`src/verilog/dssu_defines.svh`:
```
`ifndef DSSU_DEFINES_SVH
`define DSSU_DEFINES_SVH

// clock and line timing
`define DSSU_CLK_PERIOD_NS 8
`define DSSU_BIT_NS        833300
`define DSSU_BIT_CYCLES    (`DSSU_BIT_NS / `DSSU_CLK_PERIOD_NS)

// frame shapes
`define DSSU_RX_DATA_BITS  16
`define DSSU_TX_HALVES     22
`define DSSU_TX_HALF_W     5
`define DSSU_CNT_W         20

// receive word buffer
`define DSSU_WORD_W        16
`define DSSU_FIFO_DEPTH    32

// receive error status fields
`define DSSU_ERR_W         8
`define DSSU_ERR_CODE_BIT  0
`define DSSU_ERR_STOP_BIT  1
`define DSSU_ERR_START_BIT 2

// line idle level
`define DSSU_IDLE_LEVEL    1'b1

`endif

```
`src/verilog/dssu_pkg.sv`:
```
package dssu_pkg;

  // receive decoder states
  typedef enum logic [2:0] {
    DSSU_RX_IDLE  = 3'b000,
    DSSU_RX_FIRST = 3'b001,
    DSSU_RX_MID   = 3'b010,
    DSSU_RX_STOP  = 3'b011,
    DSSU_RX_WAIT  = 3'b100
  } dssu_rx_state_t;

endpackage

```
`src/verilog/dssu_fifo.sv`:
```
`timescale 1ns/1ps

module dssu_fifo #(
  parameter int WIDTH = 16,
  parameter int DEPTH = 32
) (
  // clock and reset
  input  wire logic             mclk_in,
  input  wire logic             rstn_in,
  // fill side
  input  wire logic             in_valid_in,
  input  wire logic [WIDTH-1:0] in_data_in,
  output logic                  in_ready_out,
  // drain side
  output logic                  out_valid_out,
  output logic [WIDTH-1:0]      out_data_out,
  input  wire logic             out_ready_in
);
  localparam int AW = $clog2(DEPTH);

  logic [WIDTH-1:0] mem_r [DEPTH];
  logic [AW:0]      wr_ptr_r;
  logic [AW:0]      wr_ptr_nxt;
  logic [AW:0]      rd_ptr_r;
  logic [AW:0]      rd_ptr_nxt;
  logic             full;
  logic             empty;
  logic             push;
  logic             pop;

  // extra pointer bit tells full from empty
  assign full          = (wr_ptr_r[AW] != rd_ptr_r[AW]) && (wr_ptr_r[AW-1:0] == rd_ptr_r[AW-1:0]);
  assign empty         = (wr_ptr_r == rd_ptr_r);
  assign in_ready_out  = !full;
  assign out_valid_out = !empty;
  assign out_data_out  = mem_r[rd_ptr_r[AW-1:0]];
  assign push          = in_valid_in && !full;
  assign pop           = out_ready_in && !empty;

  // pointer next values
  always_comb begin
    wr_ptr_nxt = push ? wr_ptr_r + 1'b1 : wr_ptr_r;
    rd_ptr_nxt = pop ? rd_ptr_r + 1'b1 : rd_ptr_r;
  end

  // pointer registers
  always_ff @(posedge mclk_in) begin
    if (!rstn_in) begin
      wr_ptr_r <= '0;
      rd_ptr_r <= '0;
    end else begin
      wr_ptr_r <= wr_ptr_nxt;
      rd_ptr_r <= rd_ptr_nxt;
    end
  end

  // storage needs no reset, empty flag guards it
  always_ff @(posedge mclk_in) begin
    if (push) begin
      mem_r[wr_ptr_r[AW-1:0]] <= in_data_in;
    end
  end

endmodule // dssu_fifo

```
`src/verilog/dssu_serial_unit.sv`:
```
`timescale 1ns/1ps
`include "dssu_defines.svh"

// What this block does
// - good forward frame stores its 16-bit word and pulses receive-done
// - bad frame pulses receive-error instead and records the cause
// - address byte lands in upper eight bits, data byte in lower
// - forward frame is start bit, address, data, two stop bits; idle high
// - frames are taken only with clock enable and receive enable set
// - writing the transmit byte starts a backward frame with that byte
// - transmit-done pulses once the backward frame has fully left
// - bits are Manchester: rising mid-bit edge is one, falling is zero
// - each bit lasts 833.3 us, plus or minus ten percent
// - every byte is sent and received most significant bit first
module dssu_serial_unit #(
  parameter int BIT_CYCLES = `DSSU_BIT_CYCLES,
  parameter int FIFO_DEPTH = `DSSU_FIFO_DEPTH
) (
  // clock and reset
  input  wire logic                    mclk_in,
  input  wire logic                    rstn_in,
  // software enables
  input  wire logic                    unit_clock_enable_in,
  input  wire logic                    rx_enable_in,
  input  wire logic                    tx_enable_in,
  // transmit byte buffer write
  input  wire logic                    tx_byte_wr_in,
  input  wire logic [7:0]              tx_byte_in,
  // receive word buffer read side
  output logic [`DSSU_WORD_W-1:0]      rx_word_out,
  output logic                         rx_word_valid_out,
  input  wire logic                    rx_word_rd_in,
  // status and events
  output logic [`DSSU_ERR_W-1:0]       rx_error_status_out,
  output logic                         rx_done_irq_out,
  output logic                         rx_error_irq_out,
  output logic                         tx_done_irq_out,
  output logic                         tx_busy_out,
  // bus line
  input  wire logic                    line_rx_pin_in,
  output logic                         line_tx_pin_out
);
  localparam int CW       = `DSSU_CNT_W;
  localparam int HALF     = BIT_CYCLES / 2;
  localparam int QUART    = BIT_CYCLES / 4;
  localparam int Q3       = HALF + QUART;
  localparam int STOP_END = 2 * BIT_CYCLES + QUART;

  // line input synchroniser
  logic rx_meta_r;
  logic rx_sync_r;

  // receiver state
  dssu_pkg::dssu_rx_state_t rx_state_r;
  dssu_pkg::dssu_rx_state_t rx_state_nxt;
  logic [CW-1:0]               rx_cnt_r;
  logic [CW-1:0]               rx_cnt_nxt;
  logic [4:0]                  rx_idx_r;
  logic [4:0]                  rx_idx_nxt;
  logic                        rx_half_r;
  logic                        rx_half_nxt;
  logic [`DSSU_WORD_W-1:0]     rx_word_r;
  logic [`DSSU_WORD_W-1:0]     rx_word_nxt;
  logic [`DSSU_ERR_W-1:0]      rx_err_r;
  logic [`DSSU_ERR_W-1:0]      rx_err_nxt;
  logic                        rx_done_r;
  logic                        rx_done_nxt;
  logic                        rx_fail_r;
  logic                        rx_fail_nxt;
  logic                        rx_push;
  logic [`DSSU_WORD_W-1:0]     rx_push_word;
  logic                        rx_on;
  logic                        fifo_ready;

  // transmitter state
  logic                        tx_busy_r;
  logic                        tx_busy_nxt;
  logic [`DSSU_TX_HALVES-1:0]  tx_pat_r;
  logic [`DSSU_TX_HALVES-1:0]  tx_pat_nxt;
  logic [`DSSU_TX_HALF_W-1:0]  tx_halves_r;
  logic [`DSSU_TX_HALF_W-1:0]  tx_halves_nxt;
  logic [CW-1:0]               tx_div_r;
  logic [CW-1:0]               tx_div_nxt;
  logic                        tx_pin_r;
  logic                        tx_pin_nxt;
  logic                        tx_done_r;
  logic                        tx_done_nxt;
  logic                        tx_on;
  logic                        tx_tick;

  // whole backward frame as half-bit levels, first half leftmost
  function automatic logic [`DSSU_TX_HALVES-1:0] dssu_manch(input logic [7:0] b);
    logic [`DSSU_TX_HALVES-1:0] p;
    p = '0;
    p[21:20] = 2'b01;
    for (int i = 7; i >= 0; i--) begin
      p[2*i+5 -: 2] = {~b[i], b[i]};
    end
    p[3:0] = 4'hf;
    return p;
  endfunction

  // two flops before anything looks at the line
  always_ff @(posedge mclk_in) begin
    if (!rstn_in) begin
      rx_meta_r <= `DSSU_IDLE_LEVEL;
      rx_sync_r <= `DSSU_IDLE_LEVEL;
    end else begin
      rx_meta_r <= line_rx_pin_in;
      rx_sync_r <= rx_meta_r;
    end
  end

  assign rx_on = unit_clock_enable_in && rx_enable_in;

  // receive decoder next state; resyncs on every mid-bit edge so drift cannot pile up
  always_comb begin
    logic [`DSSU_ERR_W-1:0] cause;
    cause        = '0;
    rx_state_nxt = rx_state_r;
    rx_cnt_nxt   = rx_cnt_r + 1'b1;
    rx_idx_nxt   = rx_idx_r;
    rx_half_nxt  = rx_half_r;
    rx_word_nxt  = rx_word_r;
    rx_err_nxt   = rx_err_r;
    rx_done_nxt  = 1'b0;
    rx_fail_nxt  = 1'b0;
    rx_push      = 1'b0;
    rx_push_word = rx_word_r;
    if (!rx_on) begin
      rx_state_nxt = dssu_pkg::DSSU_RX_IDLE;
      rx_cnt_nxt   = '0;
    end else begin
      case (rx_state_r)
        dssu_pkg::DSSU_RX_IDLE: begin
          rx_cnt_nxt = '0;
          // a full buffer holds off arming, so no word is ever dropped
          if (!rx_sync_r && fifo_ready) begin
            rx_state_nxt = dssu_pkg::DSSU_RX_FIRST;
            rx_idx_nxt   = '0;
            rx_word_nxt  = '0;
          end
        end
        dssu_pkg::DSSU_RX_FIRST: begin
          // quarter into start bit, else three quarters past last mid edge
          if (rx_cnt_r == CW'((rx_idx_r == 5'h00) ? QUART - 1 : Q3 - 1)) begin
            rx_half_nxt  = rx_sync_r;
            rx_cnt_nxt   = '0;
            rx_state_nxt = dssu_pkg::DSSU_RX_MID;
          end
        end
        dssu_pkg::DSSU_RX_MID: begin
          if (rx_sync_r != rx_half_r) begin
            rx_cnt_nxt = '0;
            if (rx_idx_r == 5'h00) begin
              if (!rx_sync_r) begin
                cause[`DSSU_ERR_START_BIT] = 1'b1;
              end else begin
                rx_idx_nxt   = 5'h01;
                rx_state_nxt = dssu_pkg::DSSU_RX_FIRST;
              end
            end else begin
              // address first then data, msb first: address ends up on top
              rx_word_nxt = {rx_word_r[`DSSU_WORD_W-2:0], rx_sync_r};
              rx_idx_nxt  = rx_idx_r + 1'b1;
              rx_state_nxt = (rx_idx_r == 5'(`DSSU_RX_DATA_BITS)) ?
                             dssu_pkg::DSSU_RX_STOP : dssu_pkg::DSSU_RX_FIRST;
            end
          end else if (rx_cnt_r == CW'(HALF - 1)) begin
            cause[`DSSU_ERR_CODE_BIT] = 1'b1;
          end
        end
        dssu_pkg::DSSU_RX_STOP: begin
          // both stop bits must read high; the last data half may still be low
          if (rx_cnt_r >= CW'(Q3) && !rx_sync_r) begin
            cause[`DSSU_ERR_STOP_BIT] = 1'b1;
          end else if (rx_cnt_r == CW'(STOP_END - 1)) begin
            rx_push      = 1'b1;
            rx_done_nxt  = 1'b1;
            rx_state_nxt = dssu_pkg::DSSU_RX_IDLE;
          end
        end
        dssu_pkg::DSSU_RX_WAIT: begin
          // rearm only after a whole bit of quiet line
          if (!rx_sync_r) begin
            rx_cnt_nxt = '0;
          end else if (rx_cnt_r == CW'(BIT_CYCLES - 1)) begin
            rx_state_nxt = dssu_pkg::DSSU_RX_IDLE;
          end
        end
        default: begin
          rx_state_nxt = dssu_pkg::DSSU_RX_IDLE;
        end
      endcase
      // error path pushes the partial word too, so software has one to discard
      if (cause != '0) begin
        rx_err_nxt   = cause;
        rx_fail_nxt  = 1'b1;
        rx_push      = 1'b1;
        rx_push_word = rx_word_nxt;
        rx_cnt_nxt   = '0;
        rx_state_nxt = dssu_pkg::DSSU_RX_WAIT;
      end
    end
  end

  // receive decoder registers
  always_ff @(posedge mclk_in) begin
    if (!rstn_in) begin
      rx_state_r <= dssu_pkg::DSSU_RX_IDLE;
      rx_cnt_r   <= '0;
      rx_idx_r   <= '0;
      rx_half_r  <= 1'b0;
      rx_word_r  <= '0;
      rx_err_r   <= '0;
      rx_done_r  <= 1'b0;
      rx_fail_r  <= 1'b0;
    end else begin
      rx_state_r <= rx_state_nxt;
      rx_cnt_r   <= rx_cnt_nxt;
      rx_idx_r   <= rx_idx_nxt;
      rx_half_r  <= rx_half_nxt;
      rx_word_r  <= rx_word_nxt;
      rx_err_r   <= rx_err_nxt;
      rx_done_r  <= rx_done_nxt;
      rx_fail_r  <= rx_fail_nxt;
    end
  end

  // receive word buffer
  dssu_fifo #(
    .WIDTH (`DSSU_WORD_W),
    .DEPTH (FIFO_DEPTH)
  ) u_rx_fifo (
    .mclk_in       (mclk_in),
    .rstn_in       (rstn_in),
    .in_valid_in   (rx_push),
    .in_data_in    (rx_push_word),
    .in_ready_out  (fifo_ready),
    .out_valid_out (rx_word_valid_out),
    .out_data_out  (rx_word_out),
    .out_ready_in  (rx_word_rd_in)
  );

  assign tx_on   = unit_clock_enable_in && tx_enable_in;
  assign tx_tick = tx_busy_r && (tx_div_r == CW'(HALF - 1));   // half-bit enable pulse

  // transmitter next state; a write while busy is dropped, not queued
  always_comb begin
    tx_busy_nxt   = tx_busy_r;
    tx_pat_nxt    = tx_pat_r;
    tx_halves_nxt = tx_halves_r;
    tx_div_nxt    = tx_div_r;
    tx_done_nxt   = 1'b0;
    if (!tx_on) begin
      tx_busy_nxt = 1'b0;
      tx_div_nxt  = '0;
    end else if (tx_busy_r) begin
      tx_div_nxt = tx_div_r + 1'b1;
      if (tx_tick) begin
        tx_div_nxt    = '0;
        tx_pat_nxt    = {tx_pat_r[`DSSU_TX_HALVES-2:0], `DSSU_IDLE_LEVEL};
        tx_halves_nxt = tx_halves_r + 1'b1;
        if (tx_halves_r == `DSSU_TX_HALF_W'(`DSSU_TX_HALVES - 1)) begin
          tx_busy_nxt = 1'b0;
          tx_done_nxt = 1'b1;
        end
      end
    end else if (tx_byte_wr_in) begin
      tx_busy_nxt   = 1'b1;
      tx_pat_nxt    = dssu_manch(tx_byte_in);
      tx_halves_nxt = '0;
      tx_div_nxt    = '0;
    end
    tx_pin_nxt = tx_busy_nxt ? tx_pat_nxt[`DSSU_TX_HALVES-1] : `DSSU_IDLE_LEVEL;
  end

  // transmitter registers; pin is a flop so it never glitches
  always_ff @(posedge mclk_in) begin
    if (!rstn_in) begin
      tx_busy_r   <= 1'b0;
      tx_pat_r    <= '1;
      tx_halves_r <= '0;
      tx_div_r    <= '0;
      tx_pin_r    <= `DSSU_IDLE_LEVEL;
      tx_done_r   <= 1'b0;
    end else begin
      tx_busy_r   <= tx_busy_nxt;
      tx_pat_r    <= tx_pat_nxt;
      tx_halves_r <= tx_halves_nxt;
      tx_div_r    <= tx_div_nxt;
      tx_pin_r    <= tx_pin_nxt;
      tx_done_r   <= tx_done_nxt;
    end
  end

  // outputs straight from flops
  assign rx_error_status_out = rx_err_r;
  assign rx_done_irq_out     = rx_done_r;
  assign rx_error_irq_out    = rx_fail_r;
  assign tx_done_irq_out     = tx_done_r;
  assign tx_busy_out         = tx_busy_r;
  assign line_tx_pin_out     = tx_pin_r;

endmodule // dssu_serial_unit

```
`config.mk`:
```
export PLATFORM = sky130hd
export DESIGN_NAME = dssu_serial_unit
export DESIGN_NICKNAME = d
export VERILOG_FILES = /design/src/verilog/dssu_pkg.sv /design/src/verilog/dssu_fifo.sv /design/src/verilog/dssu_serial_unit.sv
export VERILOG_INCLUDE_DIRS = /design/src /design/src/verilog
export SDC_FILE = /design/constraint.sdc
export NUM_CORES = 1
export LEC_CHECK = 0
export ABC_AREA = 1
export BUFFER_PORTS_ARGS = -buffer_cell sky130_fd_sc_hd__buf_2
export CORE_ASPECT_RATIO = 1.1
export CORE_MARGIN = 10
export CORE_UTILIZATION = 48
export CTS_BUF_LIST = sky130_fd_sc_hd__clkbuf_2
export DETAILED_ROUTE_END_ITERATION = 8
export PLACE_DENSITY = 0.7
export SETUP_SLACK_MARGIN = 0.5
export SLEW_MARGIN = 20
export SYNTH_ARGS = -nofsm -noshare
export SYNTH_HDL_FRONTEND = slang
export SYNTH_SLANG_ARGS = --single-unit
```
`constraint.sdc`:
```
create_clock -name mclk_in -period 2.43 [get_ports mclk_in]
set_input_delay 0.243 -clock mclk_in [delete_from_list [all_inputs] [get_ports mclk_in]]
set_output_delay 0.243 -clock mclk_in [all_outputs]
set_load 0.01 [all_outputs]
```
-- Word level (Yosys, flattened, before mapping)
Memories as Yosys holds them, arrays and structs flattened. A register that Yosys moved wholly into a read port is not among the register bits.
Index checks and enable logic that the tools add are counted.
- register bits: 114
- RAM bits: 512
- output and inout bits: 30
- logic and storage cells: 163
- memories kept: 1
- $add $sub $neg: 6
- order comparisons: 1
- equality and inequality tests: 32
- mux-type cells: 66
- bitwise logic cells: 10
- reduce and logical (&&, ||, !) cells: 27
- memories (memory ; words ; width ; rd ports ; clocked after memory_dff ; wr ports ; line ; source):
    u_rx_fifo.mem_r ; 32 ; 16 ; 1 ; 1 ; 1 ; dssu_fifo.sv:21 ; logic [WIDTH-1:0] mem_r [DEPTH];
- operators with widths (cell ; count):
    2-to-1 mux 20 bit ; 6
    2-to-1 mux 22 bit ; 4
    2-to-1 mux 16 bit ; 5
    one-hot mux 20 bit (4 select lines) ; 1
    2-to-1 mux 5 bit ; 9
    adder 20 x 1 -> 20 bit (second input constant) ; 2
    equality test 20 x 16 -> 1 bit (second input constant) ; 2
    one-hot mux 16 bit (2 select lines) ; 1
    2-to-1 mux 3 bit ; 10
    2-to-1 mux 1 bit ; 26
    inequality test 3 bit (second input constant) ; 8
    equality test 20 x 17 -> 1 bit ; 1
    equality test 20 x 17 -> 1 bit (second input constant) ; 1
    equality test 20 x 18 -> 1 bit (second input constant) ; 1
    greater-or-equal comparator 20 x 17 -> 1 bit (second input constant) ; 1
    2-to-1 mux 17 bit ; 1
    AND reduction 8 bit ; 2
    one-hot mux 3 bit (5 select lines) ; 1
    inequality test 2 bit (second input constant) ; 7
    adder 6 x 1 -> 6 bit (second input constant) ; 2
    adder 5 x 1 -> 5 bit (second input constant) ; 2
    equality test 5 bit (second input constant) ; 2
    inverter 1 bit ; 10
    one-hot mux 5 bit (2 select lines) ; 1
    other kinds (20) ; 36

-- Logic depth before layout (Yosys ltp)
Gate-level depths: netlist (run 1).
- word-level depth: 11
- mapped depth: 16
- depth with buffers taken out: 15

-- Modules after synthesis
Synthesis (run 1) repeated with hierarchy kept, for this count alone.
- cells, all modules: 2664
- area, all modules: 27299.9 um2
- by module, submodules not included (module ; instances ; cells an instance ; area each (um2)):
    dssu_fifo ; 1 ; 1863 ; 21809.7
    dssu_serial_unit ; 1 ; 801 ; 5490.3

-- Least setup slack after synthesis (run 1)
OpenSTA, ideal clock, no wires.
- path kind: register -> register
- start: register rx_idx_r[0]
- end: memory u_rx_fifo.mem_r[11][0] (enable)
- setup time: 388 ps
- arrival: 2221 ps
- data required time: 2042 ps
- slack: -179 ps
- stages on the path, launching flop included: 11
- path buffers: 0
- cell sequence: dfxtp_1 inv_1 ha_1 nand4_1 nor3_2 nand2_1 nand4_4 nand2_4 inv_6 nand2_2 nor2_1
- cells in the longest elaborated chain, start to end: 11
- RTL lines (item ; line ; source):
    start: declaration ; dssu_serial_unit.sv:58 ; logic [4:0] rx_idx_r;
    start signal: assignment ; dssu_serial_unit.sv:221 ; rx_idx_r <= rx_idx_nxt;
    logical NOT 5 bit ; dssu_serial_unit.sv:155 ; if (rx_idx_r == 5'h00) begin
    2-to-1 mux 1 bit ; dssu_serial_unit.sv:155 ;
    2-to-1 mux 1 bit ; dssu_serial_unit.sv:153 ; if (rx_sync_r != rx_half_r) begin
    2-to-1 mux 1 bit ; dssu_serial_unit.sv:134 ; case (rx_state_r)
    2-to-1 mux 1 bit ; dssu_serial_unit.sv:130 ; if (!rx_on) begin
    nonzero test 3 bit ; dssu_serial_unit.sv:196 ; if (cause != '0) begin
    2-to-1 mux 1 bit ; dssu_serial_unit.sv:196 ;
    2-to-1 mux 1 bit ; dssu_serial_unit.sv:130 ;
    logical AND 1 bit ; dssu_fifo.sv:37 ; assign push = in_valid_in && !full;
    2-to-1 mux 1 bit ; dssu_fifo.sv:59 ; if (push) begin
    2-to-1 mux 1 bit (not written as such) ; dssu_fifo.sv:60 ; mem_r[wr_ptr_r[AW-1:0]] <= in_data_in;
    end: declaration ; dssu_fifo.sv:21 ;
Every way passes these cells. The select of a mux whose other input is x is not followed.

==> results of run 1 <==
cells in the mapped netlist, types with 24 or more instances:
master / number
nand3_1: 121
edfxtp_1: 512
dfxtp_1: 119
nor3_1: 24
o21ai_0: 315
clkbuf_1: 111
buf_2: 25
o221ai_1: 92
nand2_1: 226
inv_1: 111
o22ai_1: 37
nor2_1: 440
a21oi_1: 43
where the power goes:
group	leakage [nW]	switching (mW)	internal [mW]	total, mW
registers	5.88	0.0433	11.7	11.8
logic	5.41	1.53	1.03	2.56
clock network	1.10	4.39	3.07	7.46
total	12.4	5.97	15.8	21.8
registers in the layout, indices dropped and copies added (netlist names), named ones only:
register / cells
line_tx_pin_out: 1
rx_word_r: 16
rx_done_irq_out: 1
tx_done_irq_out: 1
rx_error_status_out: 3
u_rx_fifo.rd_ptr_r: 6
rx_meta_r: 1
tx_busy_out: 1
tx_pat_r: 22
rx_cnt_r: 20
u_rx_fifo.wr_ptr_r: 6
rx_state_r: 3
tx_div_r: 20
rx_error_irq_out: 1
u_rx_fifo.mem_r: 512
tx_halves_r: 5
rx_half_r: 1
rx_idx_r: 5
rx_sync_r: 1
cells by family after synthesis:
family,count (synthesis),share of synthesized area [%]
buf+inv,276,4.281
compound gates,538,12.15
flops,631,67.28
xor+xnor,25,0.8580
simple gates,889,14.75
other cells,1,0.01421
fa+ha+maj,14,0.6637
stage by stage:
stage	utilization, %	cells
floorplan	-	2378
global placement	52.91	3154
detailed placement	52.91	3154
CTS	60.88	3563
global route	61.95	3598
finish	61.95	3598
worst max path at each step:
stage / end / slack, ns / depth (start not counted) / startpoint
after floorplan: u_rx_fifo.mem_r[10][0] / 0.25 / 10 / rx_idx_r[1]
after global placement: rx_word_out[10] / 0.03 / 10 / register
after detailed placement: rx_word_out[10] / -0.02 / 10 / register
after CTS: rx_word_out[8] / -1.25 / 11 / register
after global routing: rx_word_out[11] / -1.40 / 11 / register
final: rx_word_out[13] / -1.32 / 9 / register
critical path: cells and delay by family (launching register included):
| family | cells | cell delay (ns) |
|---|---|---|
| AO/OA/AOI/OAI | 4 | 0.75 |
| buffers and inverters | 5 | 0.92 |
| flip-flops | 1 | 0.43 |
routing by layer:
layer | up-vias | track usage [%]
li1 | 9379 | -
met1 | 9994 | 28.79
met2 | 1265 | 38.33
met3 | 225 | 5.964
met4 | 0 | 13.48
met5 | - | 0
repair_timing:
action | 4_1_cts | 5_1_grt
endpoints found under the hold margin | 216 | 0
resized for setup | 258 | 72
endpoints found under the setup margin | 598 | 623
pin swaps | 93 | 46
cloned | 34 | 2
hold buffers | 32 | 0
buffers inserted | 65 | 31
layout make-up:
class                      instances  area [um2]
clock inverter                    64       445.4
antenna                            2       5.005
inverter                         124       509.2
sequential                       631       17820
timing repair buffer             354        4577
tap                              736       920.9
clock buffer                     214        1071
fill                            3977       20780
timing repair inverter             2       25.02
multi-input combinational       1471        8466
==> metrics.txt, run 1 <==
status=finished, violations left; failing checks=negative setup slack; DP HPWL=between 40000 and 50000 um; # Max-Cap Violations=0; CTS sink cnt=around 630; initial core utilization=between 40% and 50%; register bit total from synthesis=around 630; Tmin final=roughly 3.7 ns; reg-to-reg critical path endpoint=u_rx_fifo.mem_r[19][11]; DRC Markers=0; PwrDens=approximately 640 nW/um2; WHS Endpoint=tx_pat_r[11]; DRT iter0 DRCs=approximately 2400; synthesized cell area=~26000 um2; Setup-failing EPs final=approximately 220; Leakage=~12 nW; layout cells sized above 1=roughly 28%; critical path launch point type=register; pre-CTS setup slack=-0.02282 ns; CTS root buf=clkbuf_2; clock latency on the worst-skew pair=about 1.4 ns; Hold WS=around 0.31 ns; Reg2Reg Setup Slack=-0.13 ns; final hold violation count=0; largest net degree at the start of global routing=50; final setup margin=-1.319 ns; via count=20863; Clock Tree Buf Depth=3; Syn-to-layout area delta=28.20%; length of routed met2 wiring=roughly 38000 um; Hold Crit Start=tx_byte_in[3]; worst hold path type=primary input to register; Yosys top cell by area=edfxtp_1; sequential fraction of the synthesis area=67.28%; slowest stage cell, crit path=dfxtp_4; Tcrit/Tclk final=154.3%; CP max stage delay=roughly 0.43 ns; post-synth cell types=55; skew final=slightly above 0.09 ns; Yosys Warn Count=0; Placed Area=28900 um2; Critical Path RT=2.19 ns; num rows=90; Post-synth EDFFs=512; cells along the critical path=buf_12 -> buf_12 -> buf_6 -> bufbuf_16 -> o21ai_0 -> o221ai_1 -> a31oi_1 -> a32oi_2 -> buf_2; worst r2r src=rx_cnt_r[1]; syn_area_per_cell=11.12 um2; Crit. End Element=output port; Top Metal Used=met4; first-pass GRT wire length=around 120000 um; met3 wire len=7925 um; setup TNS=-28.31 ns; RSZ-0062 raised after global routing=yes; worst endpoint data arrival time=3.51 ns; CTS tree=yes; largest cells by area after synthesis=edfxtp_1, dfxtp_1, nor2_1; number of global-route vias before repair=slightly above 20000; CP Max Fanout=11; Nets=2768; cts bufs inserted=roughly 150; Register-to-Register Path Depth=19; ANT nets after route=0; port buffer count=40; GRT Overall Usage=between 20% and 30%; WL/cell=21.91 um; grt total ovfl=0; antenna violations before repair=2; commonest non-fill, non-tap cells in the layout=edfxtp_1, nor2_1, o21ai_0; most common cell after layout, fill and taps aside=edfxtp_1; top_reg_cell synth=edfxtp_1; routed wire length=between 70000 and 80000 um; die area=64780 um2; Final Power=21.77 mW; Crit Path Class=register to output port; Worst slew margin=35.95%; VDD IR max=approximately 0.53 mV; Max Slew Vio Count=0; Async SR Flop Fraction=0%; cell count of the worst hold path=6; H-tree Lvls=4; # IOs=46; share of the synthesized area in the top cell type=~58%; vias per cell=about 5.8; Finished Cell Area=33840 um2; Cells after Synth=roughly 2400; number of iterations in the first detailed-routing pass=7; die width=243.6 um; total core area=~55000 um2; Reg clk slew, reported paths=0.13 ns; Crit path top cell by count=buf_12; Worst-Margin Slew=around 0.96 ns; placer's final routability congestion estimate=a little over 0.9; M1 WL=29320 um; highest clock rate=between 0.2 and 0.3 GHz; die height=around 270 um
Power figures use the tool's default switching activity.
==> run 2, diff against run 1 <==
--- a/config.mk
+++ b/config.mk
@@ -8,7 +8,7 @@
 export LEC_CHECK = 0
 export ABC_AREA = 1
 export BUFFER_PORTS_ARGS = -buffer_cell sky130_fd_sc_hd__buf_2
-export CORE_ASPECT_RATIO = 1.1
+export CORE_ASPECT_RATIO = 0.6
 export CORE_MARGIN = 10
 export CORE_UTILIZATION = 48
 export CTS_BUF_LIST = sky130_fd_sc_hd__clkbuf_2
==> metrics.txt, run 2 (same netlist as run 1, synthesis figures left out) <==
status=finished, violations left; failing checks=negative setup slack; Seq pwr share=54.2%; port buffer count=40; WL/cell=between 20 and 25 um; via count=between 20000 and 25000; Reg2Reg Setup Slack=-0.07 ns; # Max-Cap Violations=0; initial core utilization=around half; highest clock rate=between 0.2 and 0.3 GHz; Clock Tree Buf Depth=3; Max Slew Vio Count=0; Leakage=12.40 nW; die height=201.6 um; first-pass GRT wire length=122500 um; max reg flops=around 510; die area=65080 um2; Hold Crit Start=tx_byte_wr_in; total core area=approximately 54000 um2; FILL cells=3952; worst endpoint data arrival time=around 3.3 ns; final hold violation count=0; # IOs=46; multi-input logic area=between 8000 and 9000 um2; Tcrit/Tclk final=144.8%; critical path launch point type=register; CTS root buf=clkbuf_2; FF+latch area=between 15000 and 20000 um2; antenna violations before repair=4; NetSw=~6 mW; Reg clk slew, reported paths=about 0.11 ns; CTS sink cnt=between 600 and 700; cells along the critical path=buf_12 -> clkinv_16 -> buf_16 -> buf_12 -> buf_16 -> o21ai_4 -> o221ai_2 -> a31oi_1 -> buf_4 -> a32oi_1 -> buf_2; Worst slew margin=33.39%; met1 Use GR=33.98%; CP Max Fanout=8; PwrDens=roughly 640 nW/um2; clock latency on the worst-skew pair=about 1.2 ns; placer's final routability congestion estimate=roughly 0.93; busiest grt layer=met1; power share of the combinational group=between 10 and 15%; P_int=around 16 mW; Tmin final=3.518 ns; commonest non-fill, non-tap cells in the layout=edfxtp_1, nor2_1, o21ai_0; RSZ-0062 raised after global routing=yes; routed wire length=approximately 85000 um; ANT nets after route=0; Syn-to-layout area delta=28.54%; Worst-Margin Slew=~1.0 ns; Setup-failing EPs final=63; DRC Markers=0; H-tree Lvls=4; layout cells sized above 1=between 20 and 30%; Finished Cell Area=roughly 34000 um2; CP max stage delay=~0.40 ns; cts bufs inserted=between 100 and 150; vias per cell=a little over 6; Sw Share=roughly 28%; GRT met2 Usage=between 30% and 40%; clock network power share=between 30% and 40%; DP HPWL=roughly 50000 um; GRT Overall Usage=between 20 and 25%; num rows=66; skew final=about 0.11 ns; number of global-route vias before repair=between 20000 and 25000; die width=about 320 um; number of iterations in the first detailed-routing pass=6; Critical Path RT=~2.2 ns; met3 Use GR=about an eighth; Crit. End Element=output port; most common cell after layout, fill and taps aside=edfxtp_1; final setup margin=-1.088 ns; Placed Area=~30000 um2; worst hold path type=primary input to register; grt total ovfl=0; largest net degree at the start of global routing=63; setup TNS=-17.71 ns; Final Power=~22 mW; CTS tree=yes; slowest stage cell, crit path=dfxtp_4; DRT iter0 DRCs=about 3700; Crit Path Class=register to output port; worst r2r src=rx_state_r[2]; Nets=approximately 2800; VDD IR max=0.3797 mV
run 2: final timing paths:
path / end / depth (start not counted)
worst max register to register: u_rx_fifo.mem_r[11][14] / 14
worst min register to register: rx_sync_r / 1
worst max-delay path: rx_word_out[14] / 11
worst min-delay path: tx_pat_r[0] / 6
run 2: cell type report:
| class | count | share of cell area, % |
|---|---|---|
| inverter | 124 | 1.516 |
| tap | 714 | 2.633 |
| timing repair buffer | 373 | 13.86 |
| antenna | 3 | 0.02213 |
| clock inverter | 43 | 0.9699 |
| timing repair inverter | 1 | 0.04794 |
| sequential | 631 | 52.54 |
| multi-input combinational | 1471 | 25.38 |
| clock buffer | 206 | 3.039 |
run 2: what timing repair did:
action | in CTS | in global routing
buffers inserted | 66 | 33
hold buffers | 29 | 0
hold endpoints to repair | 100 | 0
setup endpoints to repair | 599 | 618
resized for setup | 216 | 220
pin swaps | 62 | 83
cloned | 26 | 8
run 2: power groups by stage:
| stage | Sequential [mW] | Combinational, mW | Clock, mW |
|---|---|---|---|
| 3_5_place_dp | 12.0 | 1.87 | 0 |
| 5_1_grt | 11.8 | 2.86 | 7.84 |
| 3_3_place_gp | 12.0 | 1.83 | 0 |
| 4_1_cts | 11.8 | 2.28 | 7.25 |
| 2_1_floorplan | 12.0 | 1.03 | 0 |
| 6_report | 11.8 | 2.74 | 7.20 |
run 2: per-stage QoR:
stage | worst slack (ns) | cells | hold WS [ns] | utilization [%]
6_report | -1.088 | 3566 | 0.1455 | 62.53
5_1_grt | -1.232 | 3565 | 0.06564 | 62.53
4_1_cts | -1.125 | 3522 | 0.03644 | 60.46
3_5_place_dp | -0.1995 | 3152 | 0.4002 | 53.72
3_3_place_gp | -0.2171 | 3152 | 0.4042 | 53.72
2_1_floorplan | 0.2510 | 2378 | 0.3496 | -
run 2: layer usage:
layer / wire length [um] / part of all wire (%)
met5: 102 / 0.12
met4: 2336 / 2.7
met3: 13630 / 16
met2: 35040 / 41
met1: 34130 / 40
run 2: worst max-delay path: cells and delay by family (launching register included):
family,cells,cell delay (ns)
compound gates,4,0.56
buf+inv,7,1.10
flops,1,0.40
